## src/sfx_pkg.sv

```systemverilog
// Shared constants and types for the serial flash front end
package sfx_pkg;

	// Address and frame widths, in bits on the wire
	localparam int        ADDR_W    = 24;
	localparam logic [4:0] BITS_CMD  = 5'h08;
	localparam logic [4:0] BITS_ADDR = 5'h18;
	localparam logic [4:0] STEP_ONE  = 5'h01;
	localparam logic [4:0] STEP_QUAD = 5'h04;

	// Instruction codes
	localparam logic [7:0] OP_ENTER_QUAD = 8'h35;
	localparam logic [7:0] OP_EXIT_QUAD  = 8'hF5;
	localparam logic [7:0] OP_RST_EN     = 8'h66;
	localparam logic [7:0] OP_RST        = 8'h99;
	localparam logic [7:0] OP_READ       = 8'h03;
	localparam logic [7:0] OP_FREAD      = 8'h0B;
	localparam logic [7:0] OP_FREAD_DTR  = 8'h0D;
	localparam logic [7:0] OP_PROG       = 8'h02;
	localparam logic [7:0] OP_SER_A      = 8'hD7;
	localparam logic [7:0] OP_SER_B      = 8'h20;
	localparam logic [7:0] OP_BER32      = 8'h52;
	localparam logic [7:0] OP_BER64      = 8'hD8;
	localparam logic [7:0] OP_CER_A      = 8'hC7;
	localparam logic [7:0] OP_CER_B      = 8'h60;
	localparam logic [7:0] OP_SET_RDPAR  = 8'hC0;

	// Dummy clocks; the double-rate read needs half of the single-rate count
	localparam logic [3:0] DUMMY_SDR  = 4'h8;
	localparam logic [3:0] DUMMY_DDR  = DUMMY_SDR >> 1;
	localparam logic [3:0] DUMMY_NONE = 4'h0;

	// Erase granularity and alignment masks
	typedef enum logic [1:0] {
		ER_SECTOR = 2'h0,
		ER_BLK32  = 2'h1,
		ER_BLK64  = 2'h2,
		ER_CHIP   = 2'h3
	} sfx_erase_t;
	localparam logic [23:0] MASK_4K  = 24'h000FFF;
	localparam logic [23:0] MASK_32K = 24'h007FFF;
	localparam logic [23:0] MASK_64K = 24'h00FFFF;

	// Read settings byte layout and reset values
	localparam int         RP_BL_LSB   = 0;
	localparam int         RP_WRAP_BIT = 2;
	localparam int         RP_DRV_LSB  = 5;
	localparam logic [2:0] DRV_COUNT   = 3'h6;
	localparam logic [1:0] RP_BL_RST   = 2'h0;
	localparam logic       RP_WRAP_RST = 1'h0;
	localparam logic [2:0] RP_DRV_RST  = 3'h0;
	localparam logic [23:0] WRAP_BASE  = 24'h000008;

	// Pin drive patterns
	localparam logic [3:0] OE_SINGLE = 4'h2;
	localparam logic [3:0] OE_QUAD   = 4'hF;

	// Frame sequencer states
	typedef enum logic [2:0] {
		ST_IDLE   = 3'h0,
		ST_CMD    = 3'h1,
		ST_ADDR   = 3'h2,
		ST_DUMMY  = 3'h3,
		ST_WDATA  = 3'h4,
		ST_RDATA  = 3'h5,
		ST_IGNORE = 3'h6
	} sfx_state_t;

endpackage

```

## src/sfx_pin_sync.sv

```systemverilog
// Three-stage pin synchroniser with agreed-level edge pulses
`timescale 1ns/1ps
module sfx_pin_sync #(
	parameter int W = 6
) (
	// Clock and reset
	input  wire logic         i_ref_clk,
	input  wire logic         i_rst_n,
	// Raw pins
	input  wire logic [W-1:0] i_pins,
	// Filtered level and edges
	output logic      [W-1:0] o_level,
	output logic      [W-1:0] o_rise,
	output logic      [W-1:0] o_fall
);

	genvar g;
	generate
		for (g = 0; g < W; g = g + 1) begin : g_bit
			logic s1_q;
			logic s2_q;
			logic s3_q;
			logic lvl_q;
			logic rise_q;
			logic fall_q;
			// Only the second and third stages vote; the first stays private
			always_ff @(posedge i_ref_clk or negedge i_rst_n) begin
				if (!i_rst_n) begin
					s1_q   <= 1'h0;
					s2_q   <= 1'h0;
					s3_q   <= 1'h0;
					lvl_q  <= 1'h0;
					rise_q <= 1'h0;
					fall_q <= 1'h0;
				end else begin
					s1_q   <= i_pins[g];
					s2_q   <= s1_q;
					s3_q   <= s2_q;
					lvl_q  <= (s2_q == s3_q) ? s3_q : lvl_q;
					rise_q <= s2_q & s3_q & ~lvl_q;
					fall_q <= ~s2_q & ~s3_q & lvl_q;
				end
			end
			assign o_level[g] = lvl_q;
			assign o_rise[g]  = rise_q;
			assign o_fall[g]  = fall_q;
		end
	endgenerate

endmodule

```

## src/sfx_front_end.sv

```systemverilog
// Serial flash interface front end: single and quad command modes, SDR and DTR
`timescale 1ns/1ps
module sfx_front_end
	import sfx_pkg::*;
(
	// Clock and reset
	input  wire logic        i_ref_clk,
	input  wire logic        i_rst_n,
	// Flash pins
	input  wire logic        i_cs_n,
	input  wire logic        i_sck,
	input  wire logic [3:0]  i_io,
	output logic      [3:0]  o_io,
	output logic      [3:0]  o_io_oe,
	// Configuration and status
	input  wire logic        i_quad_enable,
	output logic             o_wp_protect,
	output logic             o_quad_mode,
	output logic             o_cmd_valid,
	output logic      [7:0]  o_cmd,
	// Array read path
	output logic             o_rd_req,
	output logic      [23:0] o_rd_addr,
	input  wire logic [7:0]  i_rd_data,
	// Array program path
	output logic             o_prog_valid,
	output logic      [23:0] o_prog_addr,
	output logic      [7:0]  o_prog_data,
	// Array erase path
	output logic             o_erase_valid,
	output logic      [1:0]  o_erase_kind,
	output logic      [23:0] o_erase_addr,
	// Read settings
	output logic      [1:0]  o_burst_len,
	output logic             o_wrap_en,
	output logic      [2:0]  o_drive_str
);

	logic [5:0]  lvl;
	logic [5:0]  rise;
	logic [5:0]  fall;
	sfx_state_t  st_q;
	sfx_state_t  st_d;
	logic        armed_q;
	logic        qpi_q;
	logic        dtr_q;
	logic        rst_en_q;
	logic        is_read_q;
	logic [7:0]  op_q;
	logic [7:0]  sh_q;
	logic [4:0]  bcnt_q;
	logic [23:0] addr_q;
	logic [3:0]  dneed_q;
	logic [3:0]  dcnt_q;
	logic [7:0]  osh_q;
	logic [2:0]  obcnt_q;
	logic [15:0] page_q;
	logic [7:0]  poff_q;
	logic        er_pend_q;
	logic [1:0]  er_kind_q;
	logic [23:0] er_addr_q;
	logic [1:0]  bl_q;
	logic        wrap_q;
	logic [2:0]  drv_q;

	// All pins come from the host's domain
	sfx_pin_sync #(
		.W (6)
	) u_sync (
		.i_ref_clk (i_ref_clk),
		.i_rst_n   (i_rst_n),
		.i_pins    ({i_io, i_sck, i_cs_n}),
		.o_level   (lvl),
		.o_rise    (rise),
		.o_fall    (fall)
	);

	// Pin views; a frame only counts once chip select was seen high
	wire        cs_high = lvl[0];
	wire        cs_rise = rise[0];
	wire        sck_r   = rise[1];
	wire        sck_f   = fall[1];
	wire [3:0]  io_lvl  = lvl[5:2];
	wire        sel     = armed_q & ~cs_high;

	// Inbound sampling: rising edges, plus falling edges of a DTR address
	wire        cmd_ph  = (st_q == ST_IDLE) | (st_q == ST_CMD);
	wire        in_st   = cmd_ph | (st_q == ST_ADDR) | (st_q == ST_WDATA);
	wire        ddr_f   = sck_f & dtr_q & (st_q == ST_ADDR) & (bcnt_q != 5'h00);
	wire        in_edge = sel & in_st & (sck_r | ddr_f);
	wire [4:0]  step    = qpi_q ? STEP_QUAD : STEP_ONE;
	wire [4:0]  bsum    = bcnt_q + step;
	wire [7:0]  sh_nx   = qpi_q ? {sh_q[3:0], io_lvl} : {sh_q[6:0], io_lvl[0]};
	wire [23:0] addr_nx = qpi_q ? {addr_q[19:0], io_lvl} : {addr_q[22:0], io_lvl[0]};
	wire        cmd_done  = cmd_ph & in_edge & (bsum == BITS_CMD);
	wire        addr_done = (st_q == ST_ADDR) & in_edge & (bsum == BITS_ADDR);
	wire        wr_done   = (st_q == ST_WDATA) & in_edge & (bsum == BITS_CMD);
	wire        dum_done  = sel & (st_q == ST_DUMMY) & sck_r & ((dcnt_q + 4'h1) == dneed_q);

	// Opcode classes decided from the byte as it completes
	wire        op_rd    = (sh_nx == OP_READ) | (sh_nx == OP_FREAD) | (sh_nx == OP_FREAD_DTR);
	wire        op_sec   = (sh_nx == OP_SER_A) | (sh_nx == OP_SER_B);
	wire        op_erase = op_sec | (sh_nx == OP_BER32) | (sh_nx == OP_BER64);
	wire        op_chip  = (sh_nx == OP_CER_A) | (sh_nx == OP_CER_B);
	wire        op_addr  = op_rd | op_erase | (sh_nx == OP_PROG);
	wire        sw_rst   = cmd_done & rst_en_q & (sh_nx == OP_RST);

	// Outbound shifting: falling edges, plus rising edges in DTR reads
	wire        out_edge = sel & (st_q == ST_RDATA) & (sck_f | (dtr_q & sck_r));
	wire        ostart   = out_edge & (obcnt_q == 3'h0);
	wire [7:0]  obyte    = ostart ? i_rd_data : osh_q;
	wire [2:0]  ostep    = qpi_q ? 3'h4 : 3'h1;
	wire        enter_rd = (st_q != ST_RDATA) & (st_d == ST_RDATA);

	// Wrapped burst address step within an aligned window
	wire [23:0] wmask    = (WRAP_BASE << bl_q) - 24'h000001;
	wire [23:0] inc_addr = addr_q + 24'h000001;
	wire [23:0] wrap_nx  = wrap_q ? ((addr_q & ~wmask) | (inc_addr & wmask)) : inc_addr;
	wire [23:0] rd_nx    = enter_rd ? ((st_q == ST_ADDR) ? addr_nx : addr_q) : wrap_nx;

	// Erase alignment per granularity
	wire [23:0] er_mask  = op_q == OP_BER64 ? MASK_64K : (op_q == OP_BER32 ? MASK_32K : MASK_4K);

	// Frame sequencer
	always_comb begin
		st_d = st_q;
		if (!sel) begin
			st_d = ST_IDLE;
		end else begin
			case (st_q)
				ST_IDLE, ST_CMD: begin
					if (cmd_done) begin
						st_d = op_addr ? ST_ADDR : ((sh_nx == OP_SET_RDPAR) ? ST_WDATA : ST_IGNORE);
					end else begin
						st_d = ST_CMD;
					end
				end
				ST_ADDR: begin
					if (addr_done && is_read_q) begin
						st_d = (dneed_q != DUMMY_NONE) ? ST_DUMMY : ST_RDATA;
					end else if (addr_done) begin
						st_d = (op_q == OP_PROG) ? ST_WDATA : ST_IGNORE;
					end
				end
				ST_DUMMY: begin
					if (dum_done) begin
						st_d = ST_RDATA;
					end
				end
				ST_WDATA: begin
					if (wr_done && op_q != OP_PROG) begin
						st_d = ST_IGNORE;
					end
				end
				ST_RDATA, ST_IGNORE: st_d = st_q;
				default: st_d = ST_IDLE;
			endcase
		end
	end

	// State and arming; a reset while chip select is low must not start a frame
	always_ff @(posedge i_ref_clk or negedge i_rst_n) begin
		if (!i_rst_n) begin
			st_q    <= ST_IDLE;
			armed_q <= 1'h0;
		end else begin
			st_q    <= st_d;
			armed_q <= armed_q | cs_high;
		end
	end

	// Inbound shifter and bit counter
	always_ff @(posedge i_ref_clk or negedge i_rst_n) begin
		if (!i_rst_n) begin
			sh_q   <= 8'h00;
			bcnt_q <= 5'h00;
		end else if (!sel) begin
			bcnt_q <= 5'h00;
		end else if (in_edge) begin
			sh_q   <= sh_nx;
			bcnt_q <= (cmd_done | addr_done | wr_done) ? 5'h00 : bsum;
		end
	end

	// Instruction capture and mode control
	always_ff @(posedge i_ref_clk or negedge i_rst_n) begin
		if (!i_rst_n) begin
			qpi_q     <= 1'h0;
			rst_en_q  <= 1'h0;
			op_q      <= 8'h00;
			is_read_q <= 1'h0;
			dtr_q     <= 1'h0;
			dneed_q   <= DUMMY_NONE;
		end else if (!sel) begin
			dtr_q <= 1'h0;
		end else if (cmd_done) begin
			op_q      <= sh_nx;
			is_read_q <= op_rd;
			rst_en_q  <= (sh_nx == OP_RST_EN);
			dtr_q     <= (sh_nx == OP_FREAD_DTR);
			dneed_q   <= (sh_nx == OP_FREAD_DTR) ? DUMMY_DDR : ((sh_nx == OP_FREAD) ? DUMMY_SDR : DUMMY_NONE);
			if (sh_nx == OP_ENTER_QUAD) begin
				qpi_q <= 1'h1;
			end else if (sh_nx == OP_EXIT_QUAD || sw_rst) begin
				qpi_q <= 1'h0;
			end
		end
	end

	// Address shifter doubles as the read pointer
	always_ff @(posedge i_ref_clk or negedge i_rst_n) begin
		if (!i_rst_n) begin
			addr_q <= 24'h000000;
		end else if (in_edge && st_q == ST_ADDR) begin
			addr_q <= addr_nx;
		end else if (enter_rd || ostart) begin
			addr_q <= rd_nx;
		end
	end

	// Dummy clock counter
	always_ff @(posedge i_ref_clk or negedge i_rst_n) begin
		if (!i_rst_n) begin
			dcnt_q <= 4'h0;
		end else if (st_q != ST_DUMMY) begin
			dcnt_q <= 4'h0;
		end else if (sck_r) begin
			dcnt_q <= dcnt_q + 4'h1;
		end
	end

	// Array fetch: one byte ahead of the shifter
	always_ff @(posedge i_ref_clk or negedge i_rst_n) begin
		if (!i_rst_n) begin
			o_rd_req  <= 1'h0;
			o_rd_addr <= 24'h000000;
		end else begin
			o_rd_req  <= enter_rd | ostart;
			o_rd_addr <= (enter_rd | ostart) ? rd_nx : o_rd_addr;
		end
	end

	// Output shifter and pin drive; released as soon as chip select rises
	always_ff @(posedge i_ref_clk or negedge i_rst_n) begin
		if (!i_rst_n) begin
			osh_q   <= 8'h00;
			obcnt_q <= 3'h0;
			o_io    <= 4'h0;
			o_io_oe <= 4'h0;
		end else if (!sel || st_q != ST_RDATA) begin
			obcnt_q <= 3'h0;
			o_io    <= 4'h0;
			o_io_oe <= 4'h0;
		end else begin
			o_io_oe <= qpi_q ? OE_QUAD : OE_SINGLE;
			if (out_edge) begin
				obcnt_q <= obcnt_q + ostep;
				o_io    <= qpi_q ? obyte[7:4] : {2'h0, obyte[7], 1'h0};
				osh_q   <= qpi_q ? {obyte[3:0], 4'h0} : {obyte[6:0], 1'h0};
			end
		end
	end

	// Page program: offset wraps inside the page
	always_ff @(posedge i_ref_clk or negedge i_rst_n) begin
		if (!i_rst_n) begin
			page_q       <= 16'h0000;
			poff_q       <= 8'h00;
			o_prog_valid <= 1'h0;
			o_prog_addr  <= 24'h000000;
			o_prog_data  <= 8'h00;
		end else begin
			o_prog_valid <= wr_done & (op_q == OP_PROG);
			if (addr_done && op_q == OP_PROG) begin
				page_q <= addr_nx[23:8];
				poff_q <= addr_nx[7:0];
			end else if (wr_done && op_q == OP_PROG) begin
				o_prog_addr <= {page_q, poff_q};
				o_prog_data <= sh_nx;
				poff_q      <= poff_q + 8'h01;
			end
		end
	end

	// Sector and block erase are armed by a full address, chip erase by its opcode; all fire at chip select rise
	always_ff @(posedge i_ref_clk or negedge i_rst_n) begin
		if (!i_rst_n) begin
			er_pend_q     <= 1'h0;
			er_kind_q     <= ER_SECTOR;
			er_addr_q     <= 24'h000000;
			o_erase_valid <= 1'h0;
			o_erase_kind  <= ER_SECTOR;
			o_erase_addr  <= 24'h000000;
		end else begin
			o_erase_valid <= cs_rise & er_pend_q;
			if (cs_rise) begin
				er_pend_q    <= 1'h0;
				o_erase_kind <= er_kind_q;
				o_erase_addr <= er_addr_q;
			end else if (cmd_done) begin
				er_pend_q <= op_chip;
				er_kind_q <= ER_CHIP;
				er_addr_q <= 24'h000000;
			end else if (addr_done && !is_read_q && op_q != OP_PROG) begin
				er_pend_q <= 1'h1;
				er_kind_q <= op_q == OP_BER64 ? ER_BLK64 : (op_q == OP_BER32 ? ER_BLK32 : ER_SECTOR);
				er_addr_q <= addr_nx & ~er_mask;
			end
		end
	end

	// Read settings; a drive code past the sixth setting is refused
	always_ff @(posedge i_ref_clk or negedge i_rst_n) begin
		if (!i_rst_n) begin
			bl_q   <= RP_BL_RST;
			wrap_q <= RP_WRAP_RST;
			drv_q  <= RP_DRV_RST;
		end else if (sw_rst) begin
			bl_q   <= RP_BL_RST;
			wrap_q <= RP_WRAP_RST;
			drv_q  <= RP_DRV_RST;
		end else if (wr_done && op_q == OP_SET_RDPAR) begin
			bl_q   <= sh_nx[RP_BL_LSB +: 2];
			wrap_q <= sh_nx[RP_WRAP_BIT];
			if (sh_nx[RP_DRV_LSB +: 3] < DRV_COUNT) begin
				drv_q <= sh_nx[RP_DRV_LSB +: 3];
			end
		end
	end

	// Status flops; write protect is a data line once quad is enabled
	always_ff @(posedge i_ref_clk or negedge i_rst_n) begin
		if (!i_rst_n) begin
			o_wp_protect <= 1'h0;
			o_cmd_valid  <= 1'h0;
			o_cmd        <= 8'h00;
		end else begin
			o_wp_protect <= ~io_lvl[2] & ~i_quad_enable & ~qpi_q;
			o_cmd_valid  <= cmd_done;
			o_cmd        <= cmd_done ? sh_nx : o_cmd;
		end
	end

	assign o_quad_mode = qpi_q;
	assign o_burst_len = bl_q;
	assign o_wrap_en   = wrap_q;
	assign o_drive_str = drv_q;

	// Checks
	property p_enter_quad;
		@(posedge i_ref_clk) disable iff (!i_rst_n) cmd_done && sh_nx == OP_ENTER_QUAD |=> o_quad_mode;
	endproperty
	a_enter_quad: assert property (p_enter_quad) else $error("quad mode not entered");

	property p_exit_quad;
		@(posedge i_ref_clk) disable iff (!i_rst_n) cmd_done && (sh_nx == OP_EXIT_QUAD || sw_rst) |=> !o_quad_mode;
	endproperty
	a_exit_quad: assert property (p_exit_quad) else $error("quad mode not left");

	property p_release;
		@(posedge i_ref_clk) disable iff (!i_rst_n) !sel |=> o_io_oe == 4'h0;
	endproperty
	a_release: assert property (p_release) else $error("pins driven while deselected");

	property p_lanes;
		@(posedge i_ref_clk) disable iff (!i_rst_n) o_io_oe != 4'h0 |-> o_io_oe == (qpi_q ? OE_QUAD : OE_SINGLE);
	endproperty
	a_lanes: assert property (p_lanes) else $error("wrong data lanes driven");

	property p_out_edge;
		@(posedge i_ref_clk) disable iff (!i_rst_n) sel && $past(sel) && $changed(o_io) |-> $past(out_edge);
	endproperty
	a_out_edge: assert property (p_out_edge) else $error("output moved off its clock edge");

	property p_ddr_dummy;
		@(posedge i_ref_clk) disable iff (!i_rst_n) cmd_done && sh_nx == OP_FREAD_DTR |=> dneed_q == DUMMY_DDR && dtr_q;
	endproperty
	a_ddr_dummy: assert property (p_ddr_dummy) else $error("DTR dummy count wrong");

	property p_page;
		@(posedge i_ref_clk) disable iff (!i_rst_n) o_prog_valid |-> o_prog_addr[23:8] == page_q;
	endproperty
	a_page: assert property (p_page) else $error("program left its page");

	property p_erase_align;
		@(posedge i_ref_clk) disable iff (!i_rst_n) o_erase_valid && o_erase_kind == ER_BLK32 |-> o_erase_addr[14:0] == 15'h0000;
	endproperty
	a_erase_align: assert property (p_erase_align) else $error("erase address unaligned");

	property p_drive;
		@(posedge i_ref_clk) disable iff (!i_rst_n) o_drive_str < DRV_COUNT;
	endproperty
	a_drive: assert property (p_drive) else $error("drive setting out of range");

	property p_armed;
		@(posedge i_ref_clk) disable iff (!i_rst_n) st_q != ST_IDLE |-> armed_q;
	endproperty
	a_armed: assert property (p_armed) else $error("frame before chip select high");

endmodule

```

## config.mk

```make
export PLATFORM = sky130hd
export DESIGN_NAME = sfx_front_end
export DESIGN_NICKNAME = d
export VERILOG_FILES = /design/src/sfx_pkg.sv /design/src/sfx_pin_sync.sv /design/src/sfx_front_end.sv
export SDC_FILE = /design/constraint.sdc
export NUM_CORES = 1
export LEC_CHECK = 0
export ABC_AREA = 1
export BUFFER_PORTS_ARGS = -buffer_cell sky130_fd_sc_hd__buf_4
export CORE_MARGIN = 2
export CORE_UTILIZATION = 61
export CTS_BUF_LIST = sky130_fd_sc_hd__clkbuf_2 sky130_fd_sc_hd__clkbuf_4 sky130_fd_sc_hd__clkbuf_8
export CTS_CLUSTER_SIZE = 30
export DETAILED_ROUTE_END_ITERATION = 6
export PLACE_DENSITY = 0.8
export SLEW_MARGIN = 20
export SYNTH_ARGS = -nofsm -noshare
export SYNTH_HDL_FRONTEND = slang
export SYNTH_SLANG_ARGS = --single-unit
```

## constraint.sdc

```tcl
create_clock -name i_ref_clk -period 3.25 [get_ports i_ref_clk]
set_input_delay 0.65 -clock i_ref_clk [delete_from_list [all_inputs] [get_ports i_ref_clk]]
set_output_delay 0.65 -clock i_ref_clk [all_outputs]
set_load 0.1 [all_outputs]
```

==> impl_metrics.toml <==
[power]
p_sw_w = 0.00156
power_frac_comb_pct = 7.5
power.leakage_nw = 6.99
power.share.clock_pct = 44.9
p_total_w = 0.00619
powerDensity_nw_per_um2 = 463
ir_worst_vdd_mv = 0.328
netSwitchingFraction_pct = 25.2
intPower_w = 0.00463
seqPwrFrac_pct = 47.6

[yosys]
syn-cell-area_um2 = 11500
synth_cells = 1468
post-synth-top-count-cell = "nand2_1"
synth_top_cell_by_area = "dfrtp_1"
synth.avg_cell_area_um2 = 7.82
ys_types = 44
seq_area_frac_synth_pct = 49.9
synth_edf_count = 0
synth_top_cell_area_share_pct = 49.9
synth_commonest_cells = "nand2_1 (562), dfrtp_1 (229), inv_1 (131), o21ai_0 (113), nand3_1 (98)"
ys_ff_latch = 229
ys_async_sr_fraction_pct = 100
yosys-top-cells-area = "dfrtp_1 (50%), nand2_1 (18%), o21ai_0 (4.9%)"
synth_ff_type = "dfrtp_1"
ys_warn_count = 0

[setup_path]
critPathRequiredTime_ps = 3710
path_class = "flip-flop to flip-flop"
cp-start-kind = "flip-flop"
crit_path_max_fanout = 39
r2r-end = "addr_q[13]"
arrival_ps = 3520
reg2reg_from = "o_quad_mode"
r2r_cells = 15
r2r_setup_slack_ps = 190
endpoint_kind = "flip-flop"

[clock_network]
cts_buffer_depth = 3
post_cts_buffers = 0
cts_resized = 0
cts_tree = "done"
ctsHtreeMaxLevel = 2
cts.sinks = 229
cts-root-buf = "clkbuf_8"
numCtsBuffers = 38
insertion_delay_ps = 540
clkTransAtPathRegs_ps = 70
ctsHoldBuffers = 0

[timing]
worst_pin_slew_ps = 985
max_freq_mhz = 327
grt_setup_unrepaired = "no"
hold_violations = 0
setup_viol = 0
report.final.slew_viol_count = 0
period_share_pct = 94.2
setup_ws_ps = 188
fin_setup_tns_ps = 0
relSlewSlack_pct = 33.6
finalClockSkew_ps = 27.6
min_period_ps = 3060

[placed_design]
dp_hpwl_um = 20100
placement.cell_area_um2 = 12500
gp_congestion = 0.943
portBuffers = 114
place_ws_ps = 267

[final_layout]
num_antenna_cells = 0
final_area_um2 = 13400
fillers = 1480
fin_util_pct = 72.0
fin_nets = 1620
multi_input_area_um2 = 4840
register_area_um2 = 5730
syn2layout_area_growth_pct = 16.5
drive_above_1_share_pct = 16.2

[drt]
viasPerCell = 5.48
avgRoutedWirePerCell_um = 15.7
drtIter0Drc = 986
finalWirelength_um = 29100
first_pass_iters = 7
drtAntennaViolNets = 0
drc = 3
vias = 10200

[flow_run]
maxCapViolCount = 0

[die]
core_um2 = 18600
fp.dieH_um = 141
die_w_um = 141
rows = 50
start_util_pct = 61.8
die_area_um2 = 19900
io_pins = 127

[status]
status = "finished with violations"
violations = "design-rule violations"

[min_path]
hp-class = "primary input to async pin"

[grt]
grt_antenna_before_repair = 0
grt_pass1_vias = 9398
grt_pass1_wl_um = 47000
groute.usage.overall_pct = 29.3
grt_start_max_net_pins = 82
overflow = 0
flip-flops by register name, summed over array words and instances, names as in the netlist, 6 cells and up:
signal / flops
addr_q: 24
o_prog_addr: 24
o_rd_addr: 24
page_q: 16
er_addr_q: 12
o_erase_addr: 12
o_cmd: 8
o_prog_data: 8
op_q: 8
poff_q: 8
osh_q: 7
sh_q: 7
u_sync.g_bit.lvl_q: 6
u_sync.g_bit.s1_q: 6
u_sync.g_bit.s2_q: 6
u_sync.g_bit.s3_q: 6
final cells by class:
| type | count | share of cell area, % |
|---|---|---|
| Sequential cell | 229 | 42.9 |
| Tap cell | 234 | 2.19 |
| Clock inverter | 11 | 1.02 |
| Multi-Input combinational cell | 1029 | 36.2 |
| Timing Repair Buffer | 145 | 8.38 |
| Inverter | 148 | 4.15 |
| Clock buffer | 55 | 5.19 |
worst max-delay path, cell delays in order, from the launching register on:
cell	delay, ps
dfrtp_2	430
buf_4	230
o21ai_1	590
nand2_1	190
nor2_2	190
nand2_1	100
nand2_1	100
nor2_1	70
nand3_2	70
nand2_2	70
nand3_2	100
buf_4	390
nand2_1	90
nand2_1	140
nand3_1	90
nand2_1	100
cells in the final DEF (no fill, tap or decap), types with 13 or more instances in the layout:
master | netlist | final
nand2_1 | 562 | 562
dfrtp_1 | 229 | 228
buf_4 | 19 | 142
inv_1 | 131 | 131
o21ai_0 | 113 | 113
nand3_1 | 98 | 98
nor2_1 | 61 | 61
clkbuf_8 | 0 | 45
nand4_1 | 30 | 30
xor2_1 | 23 | 23
nor3_1 | 16 | 16
inv_2 | 13 | 13
power groups by stage:
stage | logic (W) | clock network, W | registers (W)
after floorplan | 0.000295 | 0 | 0.00299
after global placement | 0.000452 | 0 | 0.00299
after detailed placement | 0.000457 | 0 | 0.00300
after CTS | 0.000460 | 0.00282 | 0.00294
after global routing | 0.000514 | 0.00294 | 0.00295
final | 0.000461 | 0.00278 | 0.00295
logic make-up (layout without fill, tap and decap cells):
group                      after synthesis  count (layout)  synth area share [%]
buffers and inverters                  221             359                  8.27
AOI/OAI and AO/OA                      164             164                  8.07
and+or+nand+nor                        810             810                  30.0
DFF                                    229             229                  49.9
xor gates and xnor gates                26              26                  1.98
adders and majority gates               16              16                  1.66
muxes                                    1               1                0.0872
other                                    1              12                0.0327
per-layer routing:
layer | global-route usage [%] | up-vias | wire [um]
met5 | 0 | - | 0
met4 | 8.95 | 0 | 665
met3 | 5.60 | 59 | 2540
met2 | 43.2 | 448 | 12500
met1 | 44.2 | 4725 | 13300
li1 | - | 4918 | -
stage by stage:
stage,hold WS (ps),cells
3_5_place_dp,336,1785
5_1_grt,152,1851
3_3_place_gp,333,1785
2_1_floorplan,331,1479
6_report,93.7,1851
4_1_cts,113,1851
worst max path at each step:
stage | from | endpoint | slack (ps)
2_1_floorplan | o_quad_mode | addr_q[9] | 330
3_3_place_gp | o_quad_mode | addr_q[13] | 270
4_1_cts | o_quad_mode | addr_q[13] | 250
5_1_grt | o_quad_mode | addr_q[5] | 9
3_5_place_dp | o_quad_mode | addr_q[13] | 270
6_report | o_quad_mode | addr_q[13] | 190
Power figures use the tool's default switching activity.
